### src/shared/rfb_pkg.sv
// Package for the reset fan-out and boot select block
package rfb_pkg;
   // Reset synchroniser depth
   localparam int unsigned SYNC_STAGES = 2;
   // Register files: 32 bytes each
   localparam int unsigned REGFILE_BYTES = 32;
   localparam int unsigned REGFILE_AW    = 5;
   // Option byte field positions
   localparam int unsigned OPT_W           = 8;
   localparam int unsigned OPT_BOOT_CORE_B = 0;
   localparam int unsigned OPT_BOOT_SRC_B  = 1;
   localparam logic [7:0]  OPT_RESET_VAL   = 8'hFF;
   // Option record index for boot core selection
   localparam logic [7:0]  BOOT_CORE_REC_IDX = 8'h84;
   // Vector table bases (plain defaults)
   localparam logic [31:0] ROM_VEC_BASE   = 32'h1000_0000;
   localparam logic [31:0] FLASH_VEC_BASE = 32'h0000_0000;
   // Register bus offsets
   localparam logic [3:0] ADDR_STATUS   = 4'h0;
   localparam logic [3:0] ADDR_OPTION   = 4'h1;
   localparam logic [3:0] ADDR_CAUSE    = 4'h2;
   localparam logic [3:0] ADDR_SWRST    = 4'h3;
   localparam logic [3:0] ADDR_SYSRF    = 4'h8;
   localparam logic [3:0] ADDR_BATRF    = 4'h9;
   localparam logic [3:0] ADDR_RFIDX    = 4'hA;
   // Cause register bit positions
   localparam int unsigned CAUSE_W    = 11;
   localparam int unsigned C_POR      = 0;
   localparam int unsigned C_PIN      = 1;
   localparam int unsigned C_WDOG     = 2;
   localparam int unsigned C_SACK     = 3;
   localparam int unsigned C_SW       = 4;
   localparam int unsigned C_LOCKUP   = 5;
   localparam int unsigned C_DAP      = 6;
   localparam int unsigned C_DEBUG    = 7;
   localparam int unsigned C_WAKE     = 8;
   localparam int unsigned C_WAKEPIN  = 9;
   localparam int unsigned C_DEEPWAKE = 10;
   // Boot state machine
   typedef enum logic [1:0] {
      RFB_BOOT_IDLE  = 2'b00,
      RFB_BOOT_LOAD  = 2'b01,
      RFB_BOOT_DONE  = 2'b10
   } rfb_boot_e;
endpackage

### src/core/rfb_reset_fanout.sv
// Reset fan-out, retained register files and boot source selection
//
// Added by the designer: the plain strobed port and the placing of the registers.
`timescale 1ns/10ps

// Notes on behaviour
// - Main power-on resets all modules and pin, not battery domain.
// - Battery power-on resets only clock and battery register file.
// - Pin, watchdog, stop error, software, lockup, debug-port reset most, spare clock, timers.
// - System resets spare the power controller except three voltage fields.
// - Non power-on mode-controller reset keeps power-mode control and status.
// - Wakeup reset hits power fields, integration, id registers, memory and others only.
// - Wakeup reset drives pin only when pin caused the wake.
// - Deep-stop wakeup spares flash, cache and memory controller.
// - Deep-stop exit keeps id, repair, flash config and unique id registers.
// - Debug reset hits integration, mode, wakeup, others and pin.
// - System register file retained; cleared only by main power-on.
// - Battery register file cleared only by battery power-on.
// - Blank flash boots from ROM base; otherwise flash base.
// - ROM boot means bootloader mode.
// - Option register bits are read-only, loaded from option byte.
// - Boot core from option record; primary core default.
module rfb_reset_fanout (
   // Clock, main power-on and battery power-on
   input  wire logic        clk_in,
   input  wire logic        rst_b_in,
   input  wire logic        bat_por_b_in,
   // Reset sources (asynchronous levels, active high)
   input  wire logic        pin_rst_in,
   input  wire logic        wdog_rst_in,
   input  wire logic        stop_ack_error_in,
   input  wire logic        lockup_in,
   input  wire logic        dap_sys_rst_in,
   input  wire logic        debug_rst_in,
   input  wire logic        wake_rst_in,
   input  wire logic        wake_by_pin_in,
   input  wire logic        wake_from_deep_in,
   // Flash information
   input  wire logic        flash_blank_in,
   input  wire logic        opt_valid_in,
   input  wire logic [7:0]  opt_byte_in,
   // Register bus
   input  wire logic [3:0]  reg_addr_in,
   input  wire logic [31:0] reg_wdata_in,
   input  wire logic        reg_wr_in,
   input  wire logic        reg_rd_in,
   output logic      [31:0] reg_rdata_out,
   // Per-domain resets, active low; reset pin drive active high
   output logic             pwr_ctrl_rst_b_out,
   output logic             pwr_fields_rst_b_out,
   output logic             sys_int_rst_b_out,
   output logic             sys_int_id_rst_b_out,
   output logic             mode_ctrl_rst_b_out,
   output logic             mode_regs_rst_b_out,
   output logic             wake_unit_rst_b_out,
   output logic             lp_timer_rst_b_out,
   output logic             rtc_rst_b_out,
   output logic             others_rst_b_out,
   output logic             mem_rst_b_out,
   output logic             pin_drive_out,
   // Boot
   output logic             boot_rom_out,
   output logic             bootloader_mode_out,
   output logic             boot_core_sec_out,
   output logic      [31:0] vec_base_out,
   output logic      [7:0]  flash_option_out
);
   // ===========================================
   // Source synchronisation
   // ===========================================
   localparam int unsigned NSRC = 9;
   logic [NSRC-1:0] src_raw;
   logic [NSRC-1:0] s1_q;
   logic [NSRC-1:0] s2_q;
   logic [NSRC-1:0] s1_d;

   assign src_raw = {wake_from_deep_in, wake_by_pin_in, wake_rst_in, debug_rst_in,
                     dap_sys_rst_in, lockup_in, stop_ack_error_in, wdog_rst_in, pin_rst_in};

   always_comb begin
      s1_d = src_raw;
   end

   always_ff @(posedge clk_in or negedge rst_b_in) begin
      if (!rst_b_in) begin
         s1_q <= '0;
         s2_q <= '0;
      end else begin
         s1_q <= s1_d;
         s2_q <= s1_q;
      end
   end

   logic pin_s, wdog_s, sack_s, lock_s, dap_s, dbg_s, wake_s, wpin_s, deep_s;
   assign {deep_s, wpin_s, wake_s, dbg_s, dap_s, lock_s, sack_s, wdog_s, pin_s} = s2_q;

   // ===========================================
   // Register bus and software reset
   // ===========================================
   logic                    sw_rst_q, sw_rst_d;
   logic [rfb_pkg::REGFILE_AW-1:0] idx_q, idx_d;
   logic [31:0]             rdata_q, rdata_d;

   // Source groups
   logic sys_grp;
   logic dbg_grp;
   logic wake_grp;
   assign sys_grp  = pin_s | wdog_s | sack_s | sw_rst_q | lock_s | dap_s;
   assign dbg_grp  = dbg_s;
   assign wake_grp = wake_s;

   // ===========================================
   // Reset requests per domain
   // ===========================================
   logic rq_pwr, rq_pwrf, rq_sim, rq_simid, rq_mode, rq_modereg, rq_wake, rq_mem, rq_oth;
   always_comb begin
      rq_pwr     = 1'b0;
      rq_pwrf    = sys_grp | wake_grp;
      rq_sim     = sys_grp | dbg_grp | wake_grp;
      rq_simid   = sys_grp | dbg_grp | (wake_grp & ~deep_s);
      rq_mode    = sys_grp | dbg_grp;
      rq_modereg = 1'b0;
      rq_wake    = sys_grp | dbg_grp;
      rq_oth     = sys_grp | dbg_grp | wake_grp;
      rq_mem     = sys_grp | dbg_grp | (wake_grp & ~deep_s);
   end

   // Main power-on resets all except battery domain; lines below combine it
   logic [8:0] req_b;
   assign req_b = {~rq_mem, ~rq_oth, ~rq_wake, ~rq_modereg, ~rq_mode,
                   ~rq_simid, ~rq_sim, ~rq_pwrf, ~rq_pwr};

   logic [8:0] dom_b;
   genvar g;
   for (g = 0; g < 9; g++) begin : g_sync
      logic comb_b;
      assign comb_b = rst_b_in & req_b[g];
      rfb_rst_sync u_sync (
         .clk_in    (clk_in),
         .req_b_in  (comb_b),
         .rst_b_out (dom_b[g])
      );
   end

   // Timers and clock: main and battery power-on respectively
   logic tmr_b, rtc_b;
   rfb_rst_sync u_tmr (
      .clk_in    (clk_in),
      .req_b_in  (rst_b_in),
      .rst_b_out (tmr_b)
   );
   rfb_rst_sync u_rtc (
      .clk_in    (clk_in),
      .req_b_in  (bat_por_b_in),
      .rst_b_out (rtc_b)
   );

   assign pwr_ctrl_rst_b_out   = dom_b[0];
   assign pwr_fields_rst_b_out = dom_b[1];
   assign sys_int_rst_b_out    = dom_b[2];
   assign sys_int_id_rst_b_out = dom_b[3];
   assign mode_ctrl_rst_b_out  = dom_b[4];
   assign mode_regs_rst_b_out  = dom_b[5];
   assign wake_unit_rst_b_out  = dom_b[6];
   assign others_rst_b_out     = dom_b[7];
   assign mem_rst_b_out        = dom_b[8];
   assign lp_timer_rst_b_out   = tmr_b;
   assign rtc_rst_b_out        = rtc_b;

   // ===========================================
   // Reset pin drive
   // ===========================================
   logic pin_q, pin_d;
   always_comb begin
      pin_d = sys_grp | dbg_grp | (wake_grp & wpin_s);
   end
   always_ff @(posedge clk_in or negedge rst_b_in) begin
      if (!rst_b_in) begin
         pin_q <= 1'b1;
      end else begin
         pin_q <= pin_d;
      end
   end
   assign pin_drive_out = pin_q;

   // ===========================================
   // Cause record, sticky until written one or main power-on
   // ===========================================
   logic [rfb_pkg::CAUSE_W-1:0] cause_q, cause_d, cause_set;
   always_comb begin
      cause_set = '0;
      cause_set[rfb_pkg::C_PIN]      = pin_s;
      cause_set[rfb_pkg::C_WDOG]     = wdog_s;
      cause_set[rfb_pkg::C_SACK]     = sack_s;
      cause_set[rfb_pkg::C_SW]       = sw_rst_q;
      cause_set[rfb_pkg::C_LOCKUP]   = lock_s;
      cause_set[rfb_pkg::C_DAP]      = dap_s;
      cause_set[rfb_pkg::C_DEBUG]    = dbg_s;
      cause_set[rfb_pkg::C_WAKE]     = wake_s;
      cause_set[rfb_pkg::C_WAKEPIN]  = wake_s & wpin_s;
      cause_set[rfb_pkg::C_DEEPWAKE] = wake_s & deep_s;
      cause_d = cause_q;
      if (reg_wr_in && reg_addr_in == rfb_pkg::ADDR_CAUSE) begin
         cause_d = cause_q & ~reg_wdata_in[rfb_pkg::CAUSE_W-1:0];
      end
      // Set wins over a clear in the same cycle
      cause_d = cause_d | cause_set;
   end

   // ===========================================
   // Register files
   // ===========================================
   logic [7:0] sysrf_q [rfb_pkg::REGFILE_BYTES];
   logic [7:0] sysrf_d [rfb_pkg::REGFILE_BYTES];
   logic [7:0] batrf_q [rfb_pkg::REGFILE_BYTES];
   logic [7:0] batrf_d [rfb_pkg::REGFILE_BYTES];

   always_comb begin
      sysrf_d = sysrf_q;
      batrf_d = batrf_q;
      idx_d   = idx_q;
      sw_rst_d = 1'b0;
      if (reg_wr_in) begin
         case (reg_addr_in)
            rfb_pkg::ADDR_SYSRF: sysrf_d[idx_q] = reg_wdata_in[7:0];
            rfb_pkg::ADDR_BATRF: batrf_d[idx_q] = reg_wdata_in[7:0];
            rfb_pkg::ADDR_RFIDX: idx_d = reg_wdata_in[rfb_pkg::REGFILE_AW-1:0];
            rfb_pkg::ADDR_SWRST: sw_rst_d = reg_wdata_in[0];
            default: ;
         endcase
      end
   end

   // Retained through every reset but main power-on
   always_ff @(posedge clk_in or negedge rst_b_in) begin
      if (!rst_b_in) begin
         for (int i = 0; i < rfb_pkg::REGFILE_BYTES; i++) begin
            sysrf_q[i] <= 8'h00;
         end
         idx_q   <= '0;
         cause_q <= rfb_pkg::CAUSE_W'(1);
      end else begin
         sysrf_q <= sysrf_d;
         idx_q   <= idx_d;
         cause_q <= cause_d;
      end
   end

   // One-cycle pulse; not cleared by its own domain reset, so pin and cause still see it
   always_ff @(posedge clk_in or negedge rst_b_in) begin
      if (!rst_b_in) begin
         sw_rst_q <= 1'b0;
      end else begin
         sw_rst_q <= sw_rst_d;
      end
   end

   // Battery domain: only its own power-on clears it
   always_ff @(posedge clk_in or negedge rtc_b) begin
      if (!rtc_b) begin
         for (int i = 0; i < rfb_pkg::REGFILE_BYTES; i++) begin
            batrf_q[i] <= 8'h00;
         end
      end else begin
         batrf_q <= batrf_d;
      end
   end

   // ===========================================
   // Boot selection
   // ===========================================
   rfb_pkg::rfb_boot_e st_q, st_d;
   logic       blank_s1_q, blank_s2_q, ov_s1_q, ov_s2_q;
   logic [7:0] opt_q, opt_d;
   logic       rom_q, rom_d, core_q, core_d;
   logic [31:0] vec_q, vec_d;

   always_ff @(posedge clk_in or negedge rst_b_in) begin
      if (!rst_b_in) begin
         blank_s1_q <= 1'b0;
         blank_s2_q <= 1'b0;
         ov_s1_q    <= 1'b0;
         ov_s2_q    <= 1'b0;
      end else begin
         blank_s1_q <= flash_blank_in;
         blank_s2_q <= blank_s1_q;
         ov_s1_q    <= opt_valid_in;
         ov_s2_q    <= ov_s1_q;
      end
   end

   always_comb begin
      st_d  = st_q;
      opt_d = opt_q;
      rom_d = rom_q;
      core_d = core_q;
      vec_d = vec_q;
      case (st_q)
         rfb_pkg::RFB_BOOT_IDLE: st_d = rfb_pkg::RFB_BOOT_LOAD;
         rfb_pkg::RFB_BOOT_LOAD: begin
            // Option byte is stable once valid rises
            if (ov_s2_q) begin
               opt_d = opt_byte_in;
               rom_d = blank_s2_q;
               core_d = ~opt_byte_in[rfb_pkg::OPT_BOOT_CORE_B];
               vec_d = blank_s2_q ? rfb_pkg::ROM_VEC_BASE
                                  : rfb_pkg::FLASH_VEC_BASE;
               st_d  = rfb_pkg::RFB_BOOT_DONE;
            end
         end
         rfb_pkg::RFB_BOOT_DONE: st_d = rfb_pkg::RFB_BOOT_DONE;
         default: st_d = rfb_pkg::RFB_BOOT_IDLE;
      endcase
   end

   // Boot decision is taken again after any reset of the integration unit
   always_ff @(posedge clk_in or negedge sys_int_rst_b_out) begin
      if (!sys_int_rst_b_out) begin
         st_q  <= rfb_pkg::RFB_BOOT_IDLE;
         opt_q <= rfb_pkg::OPT_RESET_VAL;
         rom_q <= 1'b0;
         core_q <= 1'b0;
         vec_q <= rfb_pkg::FLASH_VEC_BASE;
      end else begin
         st_q  <= st_d;
         opt_q <= opt_d;
         rom_q <= rom_d;
         core_q <= core_d;
         vec_q <= vec_d;
      end
   end

   assign flash_option_out    = opt_q;
   assign boot_rom_out        = rom_q;
   assign bootloader_mode_out = rom_q;
   // Erased bit reads one: primary core default
   assign boot_core_sec_out   = core_q;
   assign vec_base_out        = vec_q;

   // ===========================================
   // Read data
   // ===========================================
   always_comb begin
      rdata_d = 32'h0000_0000;
      if (reg_rd_in) begin
         case (reg_addr_in)
            rfb_pkg::ADDR_STATUS: rdata_d = {27'h0, boot_core_sec_out, rom_q, st_q, 1'b0};
            rfb_pkg::ADDR_OPTION: rdata_d = {24'h0, opt_q};
            rfb_pkg::ADDR_CAUSE:  rdata_d = {21'h0, cause_q};
            rfb_pkg::ADDR_SYSRF:  rdata_d = {24'h0, sysrf_q[idx_q]};
            rfb_pkg::ADDR_BATRF:  rdata_d = {24'h0, batrf_q[idx_q]};
            rfb_pkg::ADDR_RFIDX:  rdata_d = {27'h0, idx_q};
            default:              rdata_d = 32'h0000_0000;
         endcase
      end
   end

   always_ff @(posedge clk_in or negedge rst_b_in) begin
      if (!rst_b_in) begin
         rdata_q <= 32'h0000_0000;
      end else begin
         rdata_q <= rdata_d;
      end
   end
   assign reg_rdata_out = rdata_q;
endmodule

### src/core/rfb_rst_sync.sv
// Reset synchroniser: asynchronous assert, synchronous release
`timescale 1ns/10ps
module rfb_rst_sync (
   // Clock and reset request
   input  wire logic clk_in,
   input  wire logic req_b_in,
   // Synchronised reset
   output logic      rst_b_out
);
   logic [rfb_pkg::SYNC_STAGES-1:0] stage_q;
   logic [rfb_pkg::SYNC_STAGES-1:0] stage_d;

   always_comb begin
      stage_d = {stage_q[rfb_pkg::SYNC_STAGES-2:0], 1'b1};
   end

   // Each domain leaves reset on the SYNC_STAGES-th edge after its request is removed
   always_ff @(posedge clk_in or negedge req_b_in) begin
      if (!req_b_in) begin
         stage_q <= '0;
      end else begin
         stage_q <= stage_d;
      end
   end

   assign rst_b_out = stage_q[rfb_pkg::SYNC_STAGES-1];
endmodule

### config.mk
export PLATFORM = sky130hd
export DESIGN_NAME = rfb_reset_fanout
export DESIGN_NICKNAME = d
export VERILOG_FILES = /design/src/shared/rfb_pkg.sv /design/src/core/rfb_reset_fanout.sv /design/src/core/rfb_rst_sync.sv
export SDC_FILE = /design/constraint.sdc
export NUM_CORES = 1
export LEC_CHECK = 0
export BUFFER_PORTS_ARGS = -buffer_cell sky130_fd_sc_hd__buf_2
export CAP_MARGIN = 40
export CORE_AREA = 2 2 235 237
export CTS_BUF_LIST = sky130_fd_sc_hd__clkbuf_4 sky130_fd_sc_hd__clkbuf_8
export CTS_CLUSTER_DIAMETER = 60
export CTS_CLUSTER_SIZE = 12
export DETAILED_ROUTE_END_ITERATION = 10
export DIE_AREA = 0 0 237 239
export PLACE_DENSITY = 0.7
export SLEW_MARGIN = 15
export SYNTH_ARGS = -nofsm -noshare
export SYNTH_HDL_FRONTEND = slang
export SYNTH_HIERARCHICAL = 1
export SYNTH_SLANG_ARGS = --single-unit
### constraint.sdc
create_clock -name clk_in -period 10.1 [get_ports clk_in]
set_input_delay 2.02 -clock clk_in [delete_from_list [all_inputs] [get_ports clk_in]]
set_output_delay 2.02 -clock clk_in [all_outputs]
set_load 0.03 [all_outputs]
==> summary.md <==
| Metric | Value |
|---|---|
| RSZ-0062 raised after global routing | false |
| Total global routing overflow | 0 |
| Setup CP Type | primary input to flop |
| Initial DRC Count | 1,322 |
| Endpoint class of the critical path | flop |
| Commonest non-fill, non-tap cell in the layout | dfrtp_1 |
| Power per cell area | 168 mW/mm^2 |
| Initial antenna violation count | 1 |
| Core ar. | 0.0543 mm^2 |
| P_leak | 13.9 nW |
| Worst slack, placed | 5330 ps |
| Synth Flop Type | dfrtp_1 |
| Vias per cell | 5.96 |
| Share of cells above drive strength 1 | 39.8% |
| Final min period | 4180 ps |
| Max_slew headroom | 34.7% |
| I/O pin count | 147 |
| Fmax | 239 MHz |
| Worst min path class | flop to async pin |
| Gpl congestion | 0.827 |
| # Post-CTS Setup Buffers | 0 |
| Highest-count cells in the layout ignoring fill and taps | dfrtp_1 (585), mux2_2 (519), mux2i_1 (242), o22ai_1 (122), buf_2 (73) |
| Die area | 0.0566 mm^2 |
| CTS Hold Bufs | 0 |
| FF-to-FF setup slack | 6100 ps |
| Cells after DPL | 2,634 |
| Hold Fails Final Rpt | 0 |
| Worst Tran Pin Value | 970 ps |
| Outcome | finished, final reports clean |
| Vias | 16,156 |
| Die width | 237 um |
| Post-Syn Instances | 1,955 |
| Clock Skew | 24.1 ps |
| Post-synth ARST share | 100% |
| Worst skew pair latency | 680 ps |
| Final Slew Violations | 0 |
| Total power | 0.00484 W |
| Non-Filler Instances | 2,711 |
| Row Count | 86 |
| Pin count of the biggest net entering global routing | 111 |
| CTS Sinks | 597 |
| VDD IR max | 0.000119 V |
| # diodes | 0 |
| Cts bufs inserted | 55 |
| Wire per inst | 24.5 um |
| Total wire length | 66.5 mm |
| Final HPWL DP | 43.2 mm |
| WP data arrival | 4740 ps |
| Setup TNS | 0 ps |
| Initial DRT Pass Iterations | 5 |
| First-pass GRT wire length | 102 mm |
| Post_cts resized | 0 |
| CP max FO | 8 |
| PnR worst setup slack | 5920 ps |
| Final setup fails | 0 |
| Mapped Area | 0.0268 mm^2 |
| Final Cycle Share | 41.4% |
| ANT nets after route | 0 |
| Root Buffer Master | clkbuf_8 |
| Syn avg cell area | 13.7 um^2 |
| CTS tree | yes |
| Max Cap Viol | 0 |
| H-tree depth | 2 |
| Ys Warns | 6 |
| Sequential fraction of the synthesis area | 55.7% |
| Input/output buffers | 73 |
| CP Launch Type | primary input |
| GRT Total Usage | 23.8% |
| Finished Core Util | 53.0% |
| Netlist cell types | 51 |
| DRC viols | 0 |
| Vias in the first global route | 16,511 |
| Synth Register Bits | 597 |
| Worst-path clk slew | 90 ps |
| Syn-to-layout area delta | 7.25% |
| Final net count | 2,052 |
| Initial Utilization | 49.4% |
| Die Y | 239 um |
| Clock buffer depth | 3 |
| Worst Path Required | 10,660 ps |
| Post-synth EDFFs | 0 |
stage by stage:
step / hold slack [ps] / area [um^2]
6_report: 202 / 28800
4_1_cts: 215 / 28700
2_1_floorplan: 232 / 27000
3_3_place_gp: 197 / 27600
5_1_grt: 255 / 28800
3_5_place_dp: 209 / 27800
power by group:
group	switching, W	internal (W)
Sequential	0.0000979	0.00254
Combinational	0.000531	0.000326
Clock	0.000791	0.000558
Total	0.00142	0.00343
final timing paths:
kind	start	to	depth (start not counted)
setup / recovery	reg_addr_in[2]	batrf_q[66]	7
hold / removal	g_sync[2].u_sync/stage_q[1]	st_q[1]	0
setup reg to reg	idx_q[0]	reg_rdata_out[6]	9
hold reg to reg	g_sync[2].u_sync/stage_q[1]	st_q[1]	0
max in group asynchronous	rst_b_in	sysrf_q[182]	5
min in group clk_in	s1_q[8]	s2_q[8]	0
worst max-delay path: stages:
cell and delay (ps):
buf_2 140, and2b_1 300, nand2_1 160, nor2_1 200, nand3_1 680, nor2_2 820, mux2_2 410
kinds of logic after synthesis:
family          after synthesis  synth area share (%)
compound gates              171                  4.16
simple gates                201                  4.43
buf+inv                     195                  3.60
flops                       597                  55.7
mux                         777                  31.8
other cells                  12                 0.168
fa+ha+maj                     2                0.0932
cell type report:
| type | count | area (um^2) |
|---|---|---|
| inverter | 4 | 15.0 |
| timing repair buffer | 118 | 903 |
| clock inverter | 3 | 21.3 |
| multi-input combinational | 1214 | 11100 |
| sequential | 597 | 15000 |
| clock buffer | 71 | 883 |
| fill | 4527 | 25600 |
| tap | 704 | 881 |
layer usage:
| layer | up-vias | routed length (um) | GRT usage [%] |
|---|---|---|---|
| li1 | 7025 | - | - |
| met4 | 2 | 1920 | 7.65 |
| met1 | 8577 | 29300 | 32.7 |
| met5 | - | 13 | 0 |
| met2 | 439 | 32000 | 39.0 |
| met3 | 113 | 3240 | 3.35 |
state kept, by name, summed over array words and instances, names as in the netlist, 2 cells and up:
| name | flops |
|---|---|
| batrf_q | 256 |
| cause_q | 11 |
| flash_option_out | 8 |
| g_sync.u_sync/stage_q | 18 |
| idx_q | 5 |
| reg_rdata_out | 11 |
| s1_q | 9 |
| s2_q | 9 |
| st_q | 2 |
| sysrf_q | 256 |
| u_rtc/stage_q | 2 |
| u_tmr/stage_q | 2 |
cell usage after synthesis, types with 13 or more instances:
| master | instances | area [um^2] |
|---|---|---|
| nor2_2 | 32 | 200 |
| mux2i_1 | 242 | 2420 |
| mux2_2 | 519 | 5840 |
| nand2_1 | 44 | 165 |
| buf_1 | 13 | 48.8 |
| buf_4 | 57 | 428 |
| o22ai_1 | 122 | 763 |
| dfrtp_1 | 587 | 14700 |
| clkbuf_1 | 104 | 390 |
| nor4_1 | 23 | 144 |
| buf_2 | 17 | 85.1 |
| nand2_2 | 24 | 150 |
(Power assumes the default switching activity.)
